### config.mk
export PLATFORM = sky130hd
export DESIGN_NAME = bwe_event_output
export DESIGN_NICKNAME = d
export VERILOG_FILES = /design/src/bwe_pkg.sv /design/src/bwe_event_output.sv
export SDC_FILE = /design/constraint.sdc
export NUM_CORES = 1
export LEC_CHECK = 0
export CORE_ASPECT_RATIO = 1.25
export CORE_MARGIN = 2
export CORE_UTILIZATION = 55
export DETAILED_ROUTE_END_ITERATION = 7
export DONT_BUFFER_PORTS = 1
export GPL_ROUTABILITY_DRIVEN = 0
export PLACE_DENSITY_LB_ADDON = 0.2
export SYNTH_ARGS = -nofsm -noshare
export SYNTH_HDL_FRONTEND = slang
export SYNTH_SLANG_ARGS = --single-unit
### constraint.sdc
create_clock -name aclk -period 2.15 [get_ports aclk]
set_input_delay 0.215 -clock aclk [delete_from_list [all_inputs] [get_ports aclk]]
set_output_delay 0.215 -clock aclk [all_outputs]
set_load 0.05 [all_outputs]
### src/bwe_pkg.sv
/*
  Constants and types for the boot and wake event output block: register
  offsets, field positions, reset values, timing and power-state codes.
  Assumes a 125 MHz clock and a 32-bit AXI4-Lite register bus.
*/
package bwe_pkg;

  // ****************************************************************
  // Register map (byte addresses)
  // ****************************************************************
  localparam logic [7:0] OFF_EVENT_OUTPUT_ENABLES = 8'h20;
  localparam logic [7:0] OFF_PIN_SELECT           = 8'h24;
  localparam logic [7:0] OFF_SENSOR_SETUP_FOUR    = 8'h28;
  localparam logic [7:0] OFF_EVENT_STATUS         = 8'h2c;
  localparam logic [7:0] OFF_EVENT_MASK           = 8'h30;
  localparam logic [7:0] OFF_CONTROL              = 8'h34;
  localparam logic [7:0] OFF_PIN_STATE            = 8'h38;

  // ****************************************************************
  // Field positions and reset values
  // ****************************************************************
  localparam int BIT_WAKE_OUT_EN   = 0;
  localparam int BIT_BOOT_DISABLE  = 1;
  localparam int BIT_WAKE_ROUTE    = 0;
  localparam int BIT_BOOT_ROUTE    = 1;
  localparam int BIT_POLARITY      = 0;
  localparam int BIT_SOFT_RESET    = 0;
  localparam int ST_BOOT_DONE      = 0;
  localparam int ST_WAKE_ENTER     = 1;
  localparam int ST_WAKE_LEAVE     = 2;
  localparam logic [7:0] RST_ENABLES    = 8'h00;
  localparam logic [7:0] RST_PIN_SELECT = 8'h00;
  localparam logic       RST_POLARITY   = 1'b0;
  localparam logic [2:0] RST_STATUS     = 3'h0;
  localparam logic [2:0] RST_MASK       = 3'h0;

  // Power state codes
  localparam logic [1:0] PS_WAKE = 2'h1;

  // AXI responses
  localparam logic [1:0] RESP_OKAY   = 2'h0;
  localparam logic [1:0] RESP_SLVERR = 2'h2;

  // ****************************************************************
  // Timing
  // ****************************************************************
  localparam int CLK_PERIOD_NS          = 8;
  localparam int SHORT_BOOT_PULSE_NS    = 1000;
  localparam int LONG_BOOT_PULSE_NS     = 1000000;
  localparam int SHORT_BOOT_PULSE_CYCLES =
    (SHORT_BOOT_PULSE_NS + CLK_PERIOD_NS - 1) / CLK_PERIOD_NS;
  localparam int LONG_BOOT_PULSE_CYCLES =
    (LONG_BOOT_PULSE_NS + CLK_PERIOD_NS - 1) / CLK_PERIOD_NS;

  // Configuration bundle that steers the pin logic
  typedef struct packed {
    logic polarity;
    logic boot_event_disable;
    logic wake_out_enable;
    logic boot_route_secondary;
    logic wake_route_secondary;
  } bwe_cfg_s;

endpackage

### src/bwe_event_output.sv
/*
  Boot-complete pulse and WAKE-state level generator for the two event
  pins, with AXI4-Lite registers and a maskable interrupt.
  Assumes boot_done, power_state, hibernate_enter and boot_strap_select
  are synchronous to aclk; pin pads and pull-ups live outside.
*/
`timescale 1ns/1ns
`default_nettype none

// Behaviour
// RQ1: Boot disable clear: boot pulse enabled and routed to selected pin.
// RQ2: Boot event is a pulse whose polarity follows the polarity setting.
// RQ3: Boot disable set: no boot pulse on any event pin.
// RQ4: Strap low: short boot pulse on selected pin after boot completes.
// RQ5: Strap high: disable bit ignored, boot event fixed to secondary pin.
// RQ6: Strap high: secondary pin driven low for long time during boot.
// RQ7: Boot disable survives soft reset; cleared by power loss or hibernate.
// RQ8: Wake output disabled: WAKE state never shown on an event pin.
// RQ9: Wake enabled and state 01b: selected pin held at active level (strap high: not shown on the secondary pin).
// RQ10: Wake level held for as long as the WAKE state lasts.
// RQ11: Leaving WAKE drives the selected pin to its inactive level.
// RQ12: Host should not route other events to the wake output pin.
// RQ13: Pin follows a power-state change on the next clock cycle.
module bwe_event_output
  import bwe_pkg::*;
#(
  parameter int LONG_CYCLES = LONG_BOOT_PULSE_CYCLES,
  parameter int CNT_W       = 24
)(
  input  wire logic        aclk,
  input  wire logic        aresetn,
  input  wire logic        boot_strap_select,
  input  wire logic        boot_done,
  input  wire logic        hibernate_enter,
  input  wire logic [1:0]  power_state,
  output logic             primary_event_pin,
  output logic             secondary_event_pin,
  output logic             irq,
  input  wire logic [31:0] s_axi_awaddr,
  input  wire logic        s_axi_awvalid,
  output logic             s_axi_awready,
  input  wire logic [31:0] s_axi_wdata,
  input  wire logic [3:0]  s_axi_wstrb,
  input  wire logic        s_axi_wvalid,
  output logic             s_axi_wready,
  output logic [1:0]       s_axi_bresp,
  output logic             s_axi_bvalid,
  input  wire logic        s_axi_bready,
  input  wire logic [31:0] s_axi_araddr,
  input  wire logic        s_axi_arvalid,
  output logic             s_axi_arready,
  output logic [31:0]      s_axi_rdata,
  output logic [1:0]       s_axi_rresp,
  output logic             s_axi_rvalid,
  input  wire logic        s_axi_rready
);
  import bwe_pkg::*;

  typedef enum logic [1:0] {BOOT_IDLE, BOOT_WAIT, BOOT_SHORT, BOOT_LONG}
    bwe_boot_e;

  localparam logic [CNT_W-1:0] SHORT_LAST =
    CNT_W'(SHORT_BOOT_PULSE_CYCLES - 1);
  localparam logic [CNT_W-1:0] LONG_LAST = CNT_W'(LONG_CYCLES - 1);

  // ****************************************************************
  // Register storage
  // ****************************************************************
  logic [7:0]       enables;
  logic [7:0]       pin_select;
  logic             polarity;
  logic [2:0]       status;
  logic [2:0]       mask;
  logic             soft_reset;
  bwe_cfg_s         cfg;
  bwe_boot_e        boot_st;
  logic [CNT_W-1:0] boot_cnt;
  logic             strap;
  logic             started;
  logic             pulse_secondary;
  logic [1:0]       ps_q;
  logic             aw_held;
  logic             w_held;
  logic [7:0]       aw_addr;
  logic [7:0]       w_data;
  logic             w_lane0;
  logic             wr_fire;
  logic             boot_start;
  logic             wake_now;
  logic             next_primary;
  logic             next_secondary;
  logic [31:0]      next_rdata;
  logic             next_rok;

  assign cfg.polarity             = polarity;
  assign cfg.boot_event_disable   = enables[BIT_BOOT_DISABLE];
  assign cfg.wake_out_enable      = enables[BIT_WAKE_OUT_EN];
  assign cfg.boot_route_secondary = pin_select[BIT_BOOT_ROUTE];
  assign cfg.wake_route_secondary = pin_select[BIT_WAKE_ROUTE];

  // Word-aligned address compare used by both bus paths
  function automatic logic hit(input logic [7:0] a, input logic [7:0] off);
    return a[7:2] == off[7:2];
  endfunction

  // ****************************************************************
  // AXI4-Lite write channel
  // ****************************************************************
  // Address and data are caught independently, so either may come first
  assign wr_fire = aw_held && w_held && !s_axi_bvalid;

  always_ff @(posedge aclk)
  begin
    if (!aresetn)
    begin
      aw_held       <= 1'b0;
      w_held        <= 1'b0;
      aw_addr       <= 8'h00;
      w_data        <= 8'h00;
      w_lane0       <= 1'b0;
      s_axi_awready <= 1'b0;
      s_axi_wready  <= 1'b0;
      s_axi_bvalid  <= 1'b0;
      s_axi_bresp   <= RESP_OKAY;
    end
    else
    begin
      s_axi_awready <= !aw_held && !s_axi_awready && s_axi_awvalid;
      s_axi_wready  <= !w_held && !s_axi_wready && s_axi_wvalid;
      if (s_axi_awvalid && s_axi_awready)
      begin
        aw_held <= 1'b1;
        aw_addr <= s_axi_awaddr[7:0];
      end
      if (s_axi_wvalid && s_axi_wready)
      begin
        w_held  <= 1'b1;
        w_data  <= s_axi_wdata[7:0];
        w_lane0 <= s_axi_wstrb[0];
      end
      if (wr_fire)
      begin
        aw_held      <= 1'b0;
        w_held       <= 1'b0;
        s_axi_bvalid <= 1'b1;
        s_axi_bresp  <= (hit(aw_addr, OFF_EVENT_OUTPUT_ENABLES) ||
                         hit(aw_addr, OFF_PIN_SELECT) ||
                         hit(aw_addr, OFF_SENSOR_SETUP_FOUR) ||
                         hit(aw_addr, OFF_EVENT_STATUS) ||
                         hit(aw_addr, OFF_EVENT_MASK) ||
                         hit(aw_addr, OFF_CONTROL) ||
                         hit(aw_addr, OFF_PIN_STATE)) ? RESP_OKAY
                                                       : RESP_SLVERR;
      end
      else if (s_axi_bvalid && s_axi_bready)
        s_axi_bvalid <= 1'b0;
    end
  end

  // Register writes; soft reset spares the boot disable and boot route
  always_ff @(posedge aclk)
  begin
    if (!aresetn)
    begin
      enables    <= RST_ENABLES;
      pin_select <= RST_PIN_SELECT;
      polarity   <= RST_POLARITY;
      mask       <= RST_MASK;
      soft_reset <= 1'b0;
    end
    else
    begin
      soft_reset <= wr_fire && w_lane0 && hit(aw_addr, OFF_CONTROL) &&
                    w_data[BIT_SOFT_RESET];
      if (soft_reset)
      begin
        enables    <= (enables & 8'h02) | (RST_ENABLES & 8'hfd);    // RQ7
        pin_select <= (pin_select & 8'h02) | (RST_PIN_SELECT & 8'hfd);
        polarity   <= RST_POLARITY;
        mask       <= RST_MASK;
      end
      else if (wr_fire && w_lane0)
      begin
        if (hit(aw_addr, OFF_EVENT_OUTPUT_ENABLES))
          enables <= w_data;
        if (hit(aw_addr, OFF_PIN_SELECT))
          pin_select <= w_data;
        if (hit(aw_addr, OFF_SENSOR_SETUP_FOUR))
          polarity <= w_data[BIT_POLARITY];
        if (hit(aw_addr, OFF_EVENT_MASK))
          mask <= w_data[2:0];
      end
      // Hibernate loses the boot disable like a power cycle would
      if (hibernate_enter)
        enables[BIT_BOOT_DISABLE] <= 1'b0;                           // RQ7
    end
  end

  // ****************************************************************
  // AXI4-Lite read channel
  // ****************************************************************
  always_comb
  begin
    next_rok   = 1'b1;
    next_rdata = 32'h0000_0000;
    if (hit(s_axi_araddr[7:0], OFF_EVENT_OUTPUT_ENABLES))
      next_rdata[7:0] = enables;
    else if (hit(s_axi_araddr[7:0], OFF_PIN_SELECT))
      next_rdata[7:0] = pin_select;
    else if (hit(s_axi_araddr[7:0], OFF_SENSOR_SETUP_FOUR))
      next_rdata[BIT_POLARITY] = polarity;
    else if (hit(s_axi_araddr[7:0], OFF_EVENT_STATUS))
      next_rdata[2:0] = status;
    else if (hit(s_axi_araddr[7:0], OFF_EVENT_MASK))
      next_rdata[2:0] = mask;
    else if (hit(s_axi_araddr[7:0], OFF_CONTROL))
      next_rdata = 32'h0000_0000;
    else if (hit(s_axi_araddr[7:0], OFF_PIN_STATE))
      next_rdata[7:0] = {ps_q, strap, boot_st, 1'b0, secondary_event_pin,
                         primary_event_pin};
    else
      next_rok = 1'b0;
  end

  always_ff @(posedge aclk)
  begin
    if (!aresetn)
    begin
      s_axi_arready <= 1'b0;
      s_axi_rvalid  <= 1'b0;
      s_axi_rdata   <= 32'h0000_0000;
      s_axi_rresp   <= RESP_OKAY;
    end
    else
    begin
      s_axi_arready <= s_axi_arvalid && !s_axi_arready && !s_axi_rvalid;
      if (s_axi_arvalid && s_axi_arready)
      begin
        s_axi_rvalid <= 1'b1;
        s_axi_rdata  <= next_rdata;
        s_axi_rresp  <= next_rok ? RESP_OKAY : RESP_SLVERR;
      end
      else if (s_axi_rvalid && s_axi_rready)
        s_axi_rvalid <= 1'b0;
    end
  end

  // ****************************************************************
  // Boot sequencer
  // ****************************************************************
  // Strap is caught by a clocked process after reset, never by the reset
  assign boot_start = !started || soft_reset;

  always_ff @(posedge aclk)
  begin
    if (!aresetn)
    begin
      started         <= 1'b0;
      strap           <= 1'b0;
      boot_st         <= BOOT_IDLE;
      boot_cnt        <= '0;
      pulse_secondary <= 1'b0;
    end
    else
    begin
      started <= 1'b1;
      if (boot_start)
      begin
        strap           <= boot_strap_select;
        boot_cnt        <= '0;
        pulse_secondary <= boot_strap_select || cfg.boot_route_secondary;
        // Strap high starts the long low pulse at once, disable ignored
        boot_st <= boot_strap_select ? BOOT_LONG : BOOT_WAIT;  // RQ5 RQ6
      end
      else
      begin
        unique case (boot_st)
          BOOT_IDLE:
            boot_cnt <= '0;
          BOOT_WAIT:
            if (boot_done)
            begin
              boot_cnt        <= '0;
              pulse_secondary <= cfg.boot_route_secondary;             // RQ1
              boot_st <= cfg.boot_event_disable ? BOOT_IDLE        // RQ3
                                                : BOOT_SHORT;      // RQ4
            end
          BOOT_SHORT:
            if (boot_cnt == SHORT_LAST)
              boot_st <= BOOT_IDLE;                                // RQ2
            else
              boot_cnt <= boot_cnt + 1'b1;
          BOOT_LONG:
            if (boot_cnt == LONG_LAST)
              boot_st <= BOOT_IDLE;                                // RQ6
            else
              boot_cnt <= boot_cnt + 1'b1;
        endcase
      end
    end
  end

  // ****************************************************************
  // Event pins
  // ****************************************************************
  // With the strap high the secondary pin carries only the boot pulse,
  // so a wake output routed there is dropped rather than mixed in
  assign wake_now = cfg.wake_out_enable && power_state == PS_WAKE;  // RQ8

  always_comb
  begin
    next_primary   = (boot_st == BOOT_SHORT && !pulse_secondary) ||
                     (wake_now && !cfg.wake_route_secondary);        // RQ9
    next_secondary = (boot_st == BOOT_SHORT && pulse_secondary) ||
                     (wake_now && cfg.wake_route_secondary && !strap);
  end

  // Pins are registered so a state change shows one cycle later, clean
  always_ff @(posedge aclk)
  begin
    if (!aresetn)
    begin
      primary_event_pin   <= ~RST_POLARITY;
      secondary_event_pin <= ~RST_POLARITY;
      ps_q                <= 2'h0;
    end
    else
    begin
      ps_q              <= power_state;
      primary_event_pin <= cfg.polarity ? next_primary           // RQ10
                                        : !next_primary;         // RQ13
      if (strap)
        secondary_event_pin <= boot_st != BOOT_LONG;             // RQ6
      else
        secondary_event_pin <= cfg.polarity ? next_secondary     // RQ11
                                            : !next_secondary;   // RQ2
    end
  end

  // ****************************************************************
  // Interrupt status and output
  // ****************************************************************
  // A set in the same cycle as a write-one-to-clear wins
  always_ff @(posedge aclk)
  begin
    if (!aresetn)
    begin
      status <= RST_STATUS;
      irq    <= 1'b0;
    end
    else
    begin
      status <= (status & ~((wr_fire && w_lane0 &&
                             hit(aw_addr, OFF_EVENT_STATUS)) ?
                            w_data[2:0] : 3'h0)) |
                {ps_q == PS_WAKE && power_state != PS_WAKE,
                 ps_q != PS_WAKE && power_state == PS_WAKE,
                 boot_done};
      irq    <= |(status & mask);
    end
  end

  // ****************************************************************
  // Checks
  // ****************************************************************
  a_boot_quiet: assert property (@(posedge aclk)              // RQ3
    disable iff (!aresetn)
    boot_st == BOOT_WAIT && boot_done && !boot_start &&
    cfg.boot_event_disable |=> boot_st == BOOT_IDLE)
    else $error("boot pulse started while disabled");

  a_boot_short_go: assert property (@(posedge aclk)           // RQ1
    disable iff (!aresetn)
    boot_st == BOOT_WAIT && boot_done && !boot_start &&
    !cfg.boot_event_disable |=> boot_st == BOOT_SHORT ##1
    (primary_event_pin == cfg.polarity) != pulse_secondary)
    else $error("boot pulse missing on selected pin");

  a_boot_short_end: assert property (@(posedge aclk)          // RQ4
    disable iff (!aresetn)
    boot_st == BOOT_SHORT && boot_cnt == SHORT_LAST && !boot_start
    |=> boot_st == BOOT_IDLE)
    else $error("short boot pulse length wrong");

  // The reset branch wins over boot_start, so only a released reset counts
  a_strap_long: assert property (@(posedge aclk)              // RQ5
    disable iff (!aresetn)
    aresetn && boot_start && boot_strap_select |=> boot_st == BOOT_LONG ##1
    !secondary_event_pin)
    else $error("strap high did not start long pulse");

  a_long_low: assert property (@(posedge aclk)                // RQ6
    disable iff (!aresetn)
    strap && boot_st == BOOT_LONG |=> !secondary_event_pin)
    else $error("secondary pin not low in long pulse");

  a_keep_disable: assert property (@(posedge aclk)            // RQ7
    disable iff (!aresetn)
    soft_reset && !hibernate_enter |=>
    cfg.boot_event_disable == $past(cfg.boot_event_disable))
    else $error("boot disable lost over soft reset");

  a_wake_off: assert property (@(posedge aclk)                // RQ8
    disable iff (!aresetn)
    !cfg.wake_out_enable && boot_st != BOOT_SHORT |=>
    primary_event_pin == !$past(cfg.polarity))
    else $error("wake shown while disabled");

  a_wake_hold: assert property (@(posedge aclk)               // RQ9
    disable iff (!aresetn)
    wake_now && !cfg.wake_route_secondary |=>
    primary_event_pin == $past(cfg.polarity))
    else $error("wake level not held");

  a_wake_leave: assert property (@(posedge aclk)              // RQ11
    disable iff (!aresetn)
    ps_q == PS_WAKE && power_state != PS_WAKE && boot_st != BOOT_SHORT
    && !cfg.wake_route_secondary |=>
    primary_event_pin == !$past(cfg.polarity))
    else $error("pin not released on leaving wake");

  a_irq_level: assert property (@(posedge aclk) disable iff (!aresetn)
    ##1 irq == |($past(status) & $past(mask)))
    else $error("interrupt output mismatch");

endmodule

`default_nettype wire

======== Word level (Yosys, flattened, before mapping) ========
Cells that the tools add are included.
cells by class
  mux-type cells .......................... 43
  reductions and logical operators ........ 68
  equality and inequality tests ........... 30
  bitwise gates (word level) .............. 6
  $add $sub $neg .......................... 1
operator list
  kind                                                    count
  2-to-1 mux 24 bit                                       4
  one-hot mux 24 bit (4 select lines)                     1
  equality test 6 x 4 -> 1 bit (second input constant)    14
  2-to-1 mux 8 bit                                        4
  logical AND 1 bit                                       25
  adder 24 x 1 -> 24 bit (second input constant)          1
  equality test 24 x 17 -> 1 bit (second input constant)  1
  equality test 24 x 7 -> 1 bit (second input constant)   1
  2-to-1 mux 1 bit                                        19
  2-to-1 mux 2 bit                                        8
  zero test 1 bit                                         13
  logical OR 1 bit                                        10
  2-to-1 mux 5 bit                                        2
  AND reduction 2 bit                                     5
  2-to-1 mux 3 bit                                        3
  != test 3 bit (second input constant)                   3
  AND reduction 3 bit                                     3
  != test 2 bit (second input constant)                   4
  nonzero test 2 bit                                      4
  OR reduction 2 bit                                      4
  2-to-1 mux 7 bit                                        1
  AND 3 bit                                               2
  equality test 2 x 1 -> 1 bit (second input constant)    3
  one-hot mux 2 bit (3 select lines)                      1
  9 further kinds                                         12
storage, ports and cells
  input bits .............................. 112
  logic and storage cells ................. 178
  bits in registers ....................... 118
  output and inout bits ................... 44

======== Depth between registers and ports, before layout ========
Gate-level depths: netlist of run 1.
  depth after elaboration ................. 9
  gate-level depth with buffers ........... 9
  mapped depth without buffers ............ 7

======== Worst setup path before layout of run 1 ========
OpenSTA, ideal clock, no wires.
  path kind ............................... register to register
  start ................................... register s_axi_bvalid
  end ..................................... register pin_select[6]
  arrival ................................. 1.720 ns
  clock period less this slack ............ 1.848 ns
  stages on the path, launching flop included .. 7
  path slack .............................. 0.302 ns
  required time ........................... 2.022 ns
  cell sequence ........................... dfxtp_1 > and3b_1 > nand4b_1 > nor3b_1 > buf_2 > mux2i_1 > nor2_1
between the ends
  longest elaborated chain between the ends .. 4
ends and longest elaborated chain
  item                                  line                     text
  from (decl)                           bwe_event_output.sv:47   output logic s_axi_bvalid,
  from (signal assigned)                bwe_event_output.sv:123  s_axi_bvalid <= 1'b0;
  from (signal assigned)                bwe_event_output.sv:145  s_axi_bvalid <= 1'b1;
  from (signal assigned)                bwe_event_output.sv:156  s_axi_bvalid <= 1'b0;
  zero test 1 bit                       bwe_event_output.sv:110  assign wr_fire = aw_held && w_held && !s_axi_bvalid;
  logical AND 1 bit                     bwe_event_output.sv:110
  logical AND 1 bit                     bwe_event_output.sv:182  else if (wr_fire && w_lane0)
  AND reduction 2 bit (no source line)  --
  to (signal assigned)                  bwe_event_output.sv:178  pin_select <= (pin_select & 8'h02) | (RST_PIN_SELECT & 8'hfd);
  to (signal assigned)                  bwe_event_output.sv:187  pin_select <= w_data;
  to (decl)                             bwe_event_output.sv:70   logic [7:0] pin_select;
Every way passes these cells.
A chain may end at the register's enable or synchronous reset.

======== Worst setup path in the final report of run 1 ========
  start ................................... register boot_cnt[0]
  end ..................................... register boot_cnt[16]
between the ends
  longest elaborated chain between the ends .. 3
ends and longest elaborated chain
  item                                                                        line                                              text
  from (decl)                                                                 bwe_event_output.sv:77                            logic [CNT_W-1:0] boot_cnt;
  from (signal assigned)                                                      bwe_event_output.sv:292                           boot_cnt <= boot_cnt + 1'b1;
  from (signal assigned)                                                      bwe_event_output.sv:297                           boot_cnt <= boot_cnt + 1'b1;
  adder 24 x 1 -> 24 bit (tied with other cells)                              bwe_event_output.sv:292, bwe_event_output.sv:297
  2-to-1 mux 24 bit (tied with other cells)                                   bwe_event_output.sv:294                           if (boot_cnt == LONG_LAST)
  one-hot mux 24 bit (4 select lines) or AND reduction 3 bit (tied branches)  --
Parallel ways exist; a longest one is shown, timed or not. The select of a mux whose other input is x is not followed.

==> flow_summary.yaml, run 1 <==
drt:
  wl_met2_um: 4982
  wl_met1_um: 3959
  top_layer: "met4"
  detail_route.iter0.violations: 179
  route.vias.total: 3609
  drcViolationCount: 0
  wire_per_inst_um: 15.23
  wl_um: 9607
  vias_per_cell: 5.719
  ant_nets: 0
  wl_met3_um: 357
  drt-pass1-iter-count: 4
yosys:
  synth_most_common_cell: "dfxtp_1"
  synth.top_cells.by_area: "dfxtp_1, nand2_1, mux2i_1"
  async_reset_ff_share_pct: 0
  ys_top_cells_by_count: "dfxtp_1, nand2_1, nor2_1"
  synth_area_um2: 4412
  yosys.area.top_type_share_pct: 40.84
  synth-main-ff-cell: "dfxtp_1"
  synthCells: 506
  avgSynthCellArea_um2: 8.719
  synth_top_area_cell: "dfxtp_1"
  ys_warn_count: 0
  synth_cell_type_count: 59
  ys_ff_latch: 90
  synth-seq-area-share_pct: 40.84
  synth_edf_count: 0
layout:
  fin_nets: 645
  n_fill_cell: 657
  n_antenna_cell: 0
  area_delta_synth_final_pct: 11.29
  drive_above_1_share_pct: 8.022
  fin_util_pct: 63.01
global_routing:
  grt_pass1_vias: 3387
  track_usage_pct: 22.67
  grt.overflow.total: 0
  grt_pass1_wl_um: 16180
  antenna_found_initial: 0
  grt_max_degree: 46
sta:
  worstMarginPinSlew_ps: 637.0
  whs_ps: 27.74
  rsz0062_at_grt: "no"
  period_minus_slack_ps: 1955
  hold_viol: 0
  finalCritPeriodShare_pct: 90.94
  slew_headroom_pct: 57.53
  slew_viol_final: 0
  finalSetupTns_ps: 0
  setup_viol: 0
  skew_ps: 9.115
  fmaxAchievable_mhz: 511.4
clocking:
  cts_sinks: 90
  cts_buffers: 9
  clk_path_buf_depth: 2
  cts_root_buf: "clkbuf_8"
  clk_latency_ps: 370
  htreeDepth: 3
  clk_pin_slew_ps: 90
  cts_tree: "built"
  ctsResizeCount: 0
placed_design:
  dp_hpwl_um: 6724
  io_buffer_count: 0
worst_setup_path:
  r2r_slack_ps: 190
  critical_path.endpoint_type: "flop"
  slowest_delay_ps: 500
  start_kind: "flop"
  critPathKind: "reg -> reg"
  worstPathRequired_ps: 2460
  slowest_stage: "or4_1"
  cp_max_fo: 24
  cp_cell_sequence: "ha_1, and4b_1, nand4_2, a211oi_4, buf_12, or4_1, a21oi_1"
  r2r_cells: 7
  rr_startpoint: "boot_cnt[0]"
  r2r_end: "boot_cnt[16]"
  arrival_ps: 2260
worst_hold_path:
  hold_path_depth: 2
  hold_end: "aw_held"
  hp-start: "s_axi_awvalid"
  hp-class: "in -> reg"
die:
  die_x_um: 84.11
  rows: 36
  coreArea_um2: 7792
  die_h_um: 104.1
  initial_core_util_pct: 56.62
  pin_count: 156
  fp.dieArea_um2: 8758
power:
  power_density_nw_per_um2: 668.3
  irDropWorstVdd_mv: 0.5823
  p_leak_nw: 1.659
  p_total_mw: 3.281
outcome:
  status: "completed"
job:
  cap_viol_max_count: 0
-- area by class of cell --
type	instances	area, µm²	share of cell area [%]
clock buffers	10	127.6	2.599
clock inverters	6	75.07	1.529
multi-input cells	381	2354	47.94
repair buffers	43	410.4	8.359
flip-flops and latches	90	1802	36.70
inverters	6	22.52	0.4587
well taps	95	118.9	2.421
-- cell families (layout without fill, tap and decap cells) --
| family | after synthesis | after routing | synth area share (%) |
|---|---|---|---|
| multiplexers | 20 | 20 | 4.538 |
| flip-flops | 90 | 90 | 40.84 |
| XOR/XNOR | 4 | 4 | 0.7942 |
| other | 1 | 26 | 0.08500 |
| AO/OA/AOI/OAI | 118 | 118 | 18.49 |
| adder cells (fa/ha/maj) | 2 | 2 | 0.5671 |
| buffers and inverters | 60 | 65 | 7.941 |
| AND/OR/NAND/NOR | 211 | 211 | 26.74 |
-- per-layer routing --
layer	track usage, %	vias to the layer above
met3	5.000	21
met5	0	-
met4	10.83	0
met2	39.12	75
li1	-	1842
met1	26.33	1671
-- cell usage in the layout, fill, tap and decap left out, drive strengths merged, types with 2 or more instances in the layout --
cell,count
buf,18
ha,2
o211a,2
a21boi,24
nor4,2
nand3,20
a21oi,28
o31ai,15
nand2b,5
a211oi,4
a31oi,4
or4,16
and3b,3
nor4b,5
dlygate4sd3,25
nor3,8
o21a,6
o21ai,14
conb,26
xor2,3
nor3b,16
mux2i,20
and4,3
nand4,12
inv,8
nand2,59
dfxtp,90
a221oi,6
nor2b,10
clkbuf,10
clkinv,2
and2,7
a22o,5
a211o,2
or3,3
nor2,36
o211ai,3
-- registers in the layout, summed over array words and instances, names as in the netlist, 2 cells and up --
register and count:
aw_addr 6, enables 8, s_axi_rdata 8, boot_cnt 24, ps_q 2, w_data 8, status 3, mask 3
pin_select 8, boot_st 2
-- worst max-delay path by stage --
stage | from | end | cells after the start
after CTS | aw_addr[5] | pin_select[5] | 6
after floorplan | s_axi_bvalid | pin_select[6] | 6
after detailed placement | aw_addr[5] | pin_select[0] | 6
after global routing | boot_cnt[0] | boot_cnt[16] | 7
final | boot_cnt[0] | boot_cnt[16] | 7
after global placement | boot_cnt[0] | boot_cnt[16] | 7
-- per-stage QoR --
step,worst slack [ps],std cells,cell area (µm²)
floorplan,302.3,531,4506
global placement,270.8,588,4429
detailed placement,192.0,588,4429
CTS,177.6,630,4902
global route,75.67,631,4910
finish,194.7,631,4910
-- critical path, delay by kind of cell, from the launching register on --
family	cells	cell delay (ps)
DFF	1	350
AOI/OAI and AO/OA	2	240
adders and majority gates	1	270
and+or+nand+nor	3	890
buffers and inverters	1	160
-- power by group --
part	internal (mW)	switching, mW
sequential	1.70	0.0611
combinational	0.107	0.220
clock	0.554	0.638
total	2.36	0.919
-- repair_timing --
action                                 in CTS  in global routing
setup endpoints to repair                   0                  2
hold buffers                               26                  0
endpoints found under the hold margin      47                  0
setup buffers                               0                  1
(Power assumes the default switching activity.)
==> run 2: changes to the inputs <==
- clock period: 2.15 -> 1.8 ns (I/O delays scaled with it)
==> run 2 against run 1 <==
The flow now finishes with violations (setup timing). Clock power grew 19%. Cell count is 4.6% higher. Core utilization increased by 4.7 points. Sequential power rose by 18%. Highest routed layer unchanged.
==> flow_summary.yaml, run 2 (same netlist as run 1, synthesis figures left out) <==
outcome:
  status: "finished, violations left"
  violations: "setup timing"
die:
  coreArea_um2: 7792
  fp.dieArea_um2: 8758
  die_x_um: 84.11
  die_h_um: 104.1
  initial_core_util_pct: 56.62
  pin_count: 156
  rows: 36
drt:
  wl_um: 10350
  wire_per_inst_um: 15.68
  drcViolationCount: 0
  detail_route.iter0.violations: 198
  vias_per_cell: 5.815
  route.vias.total: 3838
  ant_nets: 0
  drt-pass1-iter-count: 5
worst_setup_path:
  critPathBufInv: 2
  critical_path.endpoint_type: "flop"
  worstPathRequired_ps: 2110
  path_delay_family: "simple AND/OR/NAND/NOR gates"
  arrival_ps: 2150
  start_kind: "flop"
  critPathKind: "reg -> reg"
  r2r_slack_ps: -40
  cp_max_fo: 6
  rr_startpoint: "boot_cnt[1]"
  r2r_cells: 8
  slowest_stage: "or4_1"
  r2r_end: "boot_cnt[5]"
  cp_cell_sequence: "ha_4, and4b_1, nand4_2, a211oi_4, buf_6, buf_6, or4_1, a21oi_1"
  slowest_delay_ps: 460
  crit_top_cell: "buf_6"
layout:
  final_common_cell: "dfxtp_1"
  largest_reg_flops: 24
  fin_nets: 674
  area_delta_synth_final_pct: 19.63
  n_antenna_cell: 0
  drive_above_1_share_pct: 17.88
  mostFrequentLayoutCells: "dfxtp_1, nand2_1, buf_4"
  top_register: "boot_cnt"
  finalInstanceArea_um2: 5278
  fin_util_pct: 67.73
job:
  cap_viol_max_count: 0
global_routing:
  grtUsageMet3_pct: 3.651
  busiest_layer: "met2"
  grt_pass1_vias: 3742
  grt_util_met1_pct: 27.14
  grt_max_degree: 48
  grt.overflow.total: 0
  grt_pass1_wl_um: 17260
  track_usage_pct: 23.91
  grt_use_met2_pct: 44.10
  antenna_found_initial: 0
clocking:
  cts_sinks: 90
  clk_latency_ps: 370
  clk_path_buf_depth: 2
  cts_root_buf: "clkbuf_8"
  clk_pin_slew_ps: 90
  htreeDepth: 3
  cts_tree: "built"
  cts_buffers: 9
power:
  irDropWorstVdd_mv: 0.5833
  power_density_nw_per_um2: 747.0
  p_leak_nw: 1.852
placed_design:
  dp_hpwl_um: 7127
  io_buffer_count: 0
  placed_area_um2: 4611
sta:
  fmaxAchievable_mhz: 542.5
  finalCritPeriodShare_pct: 102.4
  slew_viol_final: 0
  skew_ps: 10.11
  worstMarginPinSlew_ps: 644.2
  rsz0062_at_grt: "yes"
  hold_viol: 0
  setup_viol: 3
  slew_headroom_pct: 56.96
  setup_ws_ps: -43.42
  period_minus_slack_ps: 1843
worst_hold_path:
  hp-start: "s_axi_rready"
  hp-class: "in -> reg"
  hold_end: "s_axi_rvalid"
  hold_path_depth: 2
run 2: cell types whose count changed in the layout (fill, tap and decap cells not counted), sizes merged:
cell         previous run  this run
clkinvlp                1         0
inv                     8         6
clkbuf                 10        13
buf                    18        46
dlygate4sd3            25        26
run 2: through the flow:
step | power [mW] | std cells | worst slack, ps | hold WS, ps | setup TNS (ps)
2_1_floorplan | 2.492 | 531 | 25.84 | 207.7 | 0
3_3_place_gp | 2.487 | 612 | -33.61 | 210.8 | -266.4
3_5_place_dp | 2.496 | 612 | -104.4 | 209.3 | -1190
4_1_cts | 3.973 | 657 | 1.475 | 1.657 | 0
5_1_grt | 4.101 | 660 | -83.54 | 26.22 | -842.0
6_report | 3.943 | 660 | -43.42 | 6.800 | -92.80
run 2: per-layer routing:
layer	part of all wire, %	vias up
li1	-	1896
met4	2.1	0
met3	2.7	15
met1	41	1859
met5	0	-
met2	54	68
run 2: worst max path at each step:
stage                 from            to  slack, ps  cells past startpoint
2_1_floorplan  boot_cnt[0]  boot_cnt[13]         30                      7
3_3_place_gp   boot_cnt[0]  boot_cnt[16]        -30                      8
3_5_place_dp   boot_cnt[0]  boot_cnt[16]       -100                      8
4_1_cts        boot_cnt[7]  boot_cnt[16]          1                      6
5_1_grt        boot_cnt[1]   boot_cnt[5]        -80                      8
6_report       boot_cnt[1]   boot_cnt[5]        -40                      8
run 2: repair_timing:
item / 4_1_cts / 5_1_grt
gates resized for setup: 8 / 39
pin swaps: 4 / 15
endpoints found under the setup margin: 16 / 34
hold buffers: 27 / 0
gates cloned: 1 / 2
hold endpoints to repair: 48 / 0
setup buffers: 1 / 1
run 2: area by class of cell:
class / instances / area [µm²]
fillers: 633 / 2515
multi-input cells: 381 / 2457
flip-flops and latches: 90 / 1821
repair buffers: 72 / 649.4
clock buffers: 13 / 158.9
well taps: 95 / 118.9
clock inverters: 3 / 47.55
inverters: 6 / 25.02
run 2: where the power goes:
group,internal (mW),switching [mW]
registers,2.03,0.0521
logic,0.144,0.293
clock network,0.724,0.699
run 2: worst reg2reg max path: stages (launching register included):
cell	delay, ps
dfxtp_4	380
ha_4	160
and4b_1	190
nand4_2	100
a211oi_4	90
buf_6	140
buf_6	130
or4_1	470
a21oi_1	140
==> run 3: changes to the inputs <==
- CORE_ASPECT_RATIO: 1.25 -> default
- SETUP_SLACK_MARGIN: default -> 0.2
==> run 3 against run 2 <==
Critical path type unchanged. Via count up 1.7%. Hold slack better by 32 ps. Critical path depth unchanged. Largest cell class unchanged. Sequential share of layout area down 1.3 points. Total power down 0.36%. The run still ends with setup timing left.
==> flow_summary.yaml, run 3 (same netlist as run 1, synthesis figures left out) <==
clocking:
  htreeDepth: 3
  cts_sinks: 90
  clk_path_buf_depth: 2
  clk_pin_slew_ps: 100
  cts_buffers: 9
  cts_tree: "built"
  clk_latency_ps: 370
  cts_root_buf: "clkbuf_8"
sta:
  worstMarginPinSlew_ps: 634.5
  rsz0062_at_grt: "yes"
  fmaxAchievable_mhz: 538.1
  setup_viol: 10
  finalCritPeriodShare_pct: 103.2
  skew_ps: 14.15
  slew_headroom_pct: 57.70
  setup_ws_ps: -58.37
  finalSetupTns_ps: -253.3
  period_minus_slack_ps: 1858
  hold_viol: 0
  slew_viol_final: 0
layout:
  top_register: "boot_cnt"
  largest_reg_flops: 24
  final_common_cell: "dfxtp_1"
  fin_nets: 685
  finalInstanceArea_um2: 5518
  n_antenna_cell: 0
  drive_above_1_share_pct: 22.40
  n_fill_cell: 616
  area_delta_synth_final_pct: 25.07
  mostFrequentLayoutCells: "dfxtp_1, nand2_1, buf_4"
drt:
  vias_per_cell: 5.757
  route.vias.total: 3903
  detail_route.iter0.violations: 215
  wl_um: 10860
  drcViolationCount: 0
  wire_per_inst_um: 16.02
  ant_nets: 0
  drt-pass1-iter-count: 6
worst_setup_path:
  r2r_end: "boot_cnt[5]"
  critical_path.endpoint_type: "flop"
  slowest_stage: "or4_1"
  r2r_slack_ps: -60
  slowest_delay_ps: 430
  cp_max_fo: 8
  worstPathRequired_ps: 2110
  cp_cell_sequence: "ha_4, and4b_1, nand4_2, a211oi_4, buf_6, buf_16, or4_1, a21oi_2"
  rr_startpoint: "boot_cnt[1]"
  start_kind: "flop"
  arrival_ps: 2170
  r2r_cells: 8
  critPathKind: "reg -> reg"
job:
  cap_viol_max_count: 0
die:
  coreArea_um2: 7767
  fp.dieArea_um2: 8753
  rows: 32
  pin_count: 156
  initial_core_util_pct: 56.80
  die_h_um: 93.56
  die_x_um: 93.56
global_routing:
  grt_max_degree: 48
  track_usage_pct: 25.59
  grt_pass1_wl_um: 17820
  antenna_found_initial: 0
  grt_pass1_vias: 3753
  grt.overflow.total: 0
worst_hold_path:
  hold_path_depth: 1
  hp-class: "in -> reg"
  hp-start: "aresetn"
  hold_end: "started"
placed_design:
  io_buffer_count: 0
  dp_hpwl_um: 7120
  placed_area_um2: 4663
power:
  power_density_nw_per_um2: 711.9
  p_leak_nw: 1.926
  irDropWorstVdd_mv: 0.6079
  p_total_mw: 3.928
outcome:
  violations: "setup timing"
  status: "finished, violations left"
[run 3: critical path, delay by kind of cell, from the launching register on]
family	cells	cell delay [ps]
and+or+nand+nor	3	740
DFF	1	380
buffers and inverters	2	280
adders and majority gates	1	160
AOI/OAI and AO/OA	2	240
[run 3: worst max path at each step]
stage / slack, ps / start / to / depth (start not counted)
after CTS: -2 / boot_cnt[1] / boot_cnt[15] / 8
after global placement: 7 / boot_cnt[0] / boot_cnt[16] / 8
after detailed placement: -70 / boot_cnt[0] / boot_cnt[16] / 8
after global routing: -130 / boot_cnt[1] / boot_cnt[13] / 9
final: -60 / boot_cnt[1] / boot_cnt[5] / 8
after floorplan: 110 / boot_cnt[0] / boot_cnt[13] / 8
[run 3: report_power, final]
group	switching (mW)	total (mW)	internal, mW
sequential	0.0494	2.08	2.03
clock	0.849	1.40	0.554
combinational	0.299	0.448	0.149
total	1.20	3.93	2.73
[run 3: layout make-up]
| cell class | count | area, µm² | area share, % |
|---|---|---|---|
| multi-input combinational | 381 | 2535 | 45.94 |
| sequential | 90 | 1829 | 33.15 |
| timing repair buffer | 83 | 795.8 | 14.42 |
| tap | 102 | 127.6 | 2.313 |
| clock buffer | 9 | 123.9 | 2.245 |
| clock inverter | 7 | 81.33 | 1.474 |
| inverter | 6 | 25.02 | 0.4535 |
[run 3: metrics by stage]
stage	std cells	setup slack, ps	util, %	hold slack [ps]
6_report	678	-58.37	71.04	39.14
5_1_grt	678	-132.6	71.04	26.00
2_1_floorplan	531	111.0	-	207.7
3_3_place_gp	620	7.438	60.04	215.5
4_1_cts	672	-2.081	69.04	16.47
3_5_place_dp	620	-70.84	60.04	216.5
[run 3: what timing repair did]
action / in CTS / in global routing
gates cloned: 1 / 1
hold endpoints to repair: 48 / 0
buffers inserted: 7 / 5
setup endpoints to repair: 44 / 46
hold buffers: 28 / 0
pin swaps: 4 / 14
gates resized for setup: 36 / 27
[run 3: per-layer routing]
metal  global-route usage, %  vias up  share of wire, %  wire [µm]
met4                   9.300        0               1.6        176
li1                        -     1916                 -          -
met1                   32.86     1843                44       4799
met2                   43.23      130                48       5261
met5                       0        -                 0          0
met3                   4.432       14               5.7        622
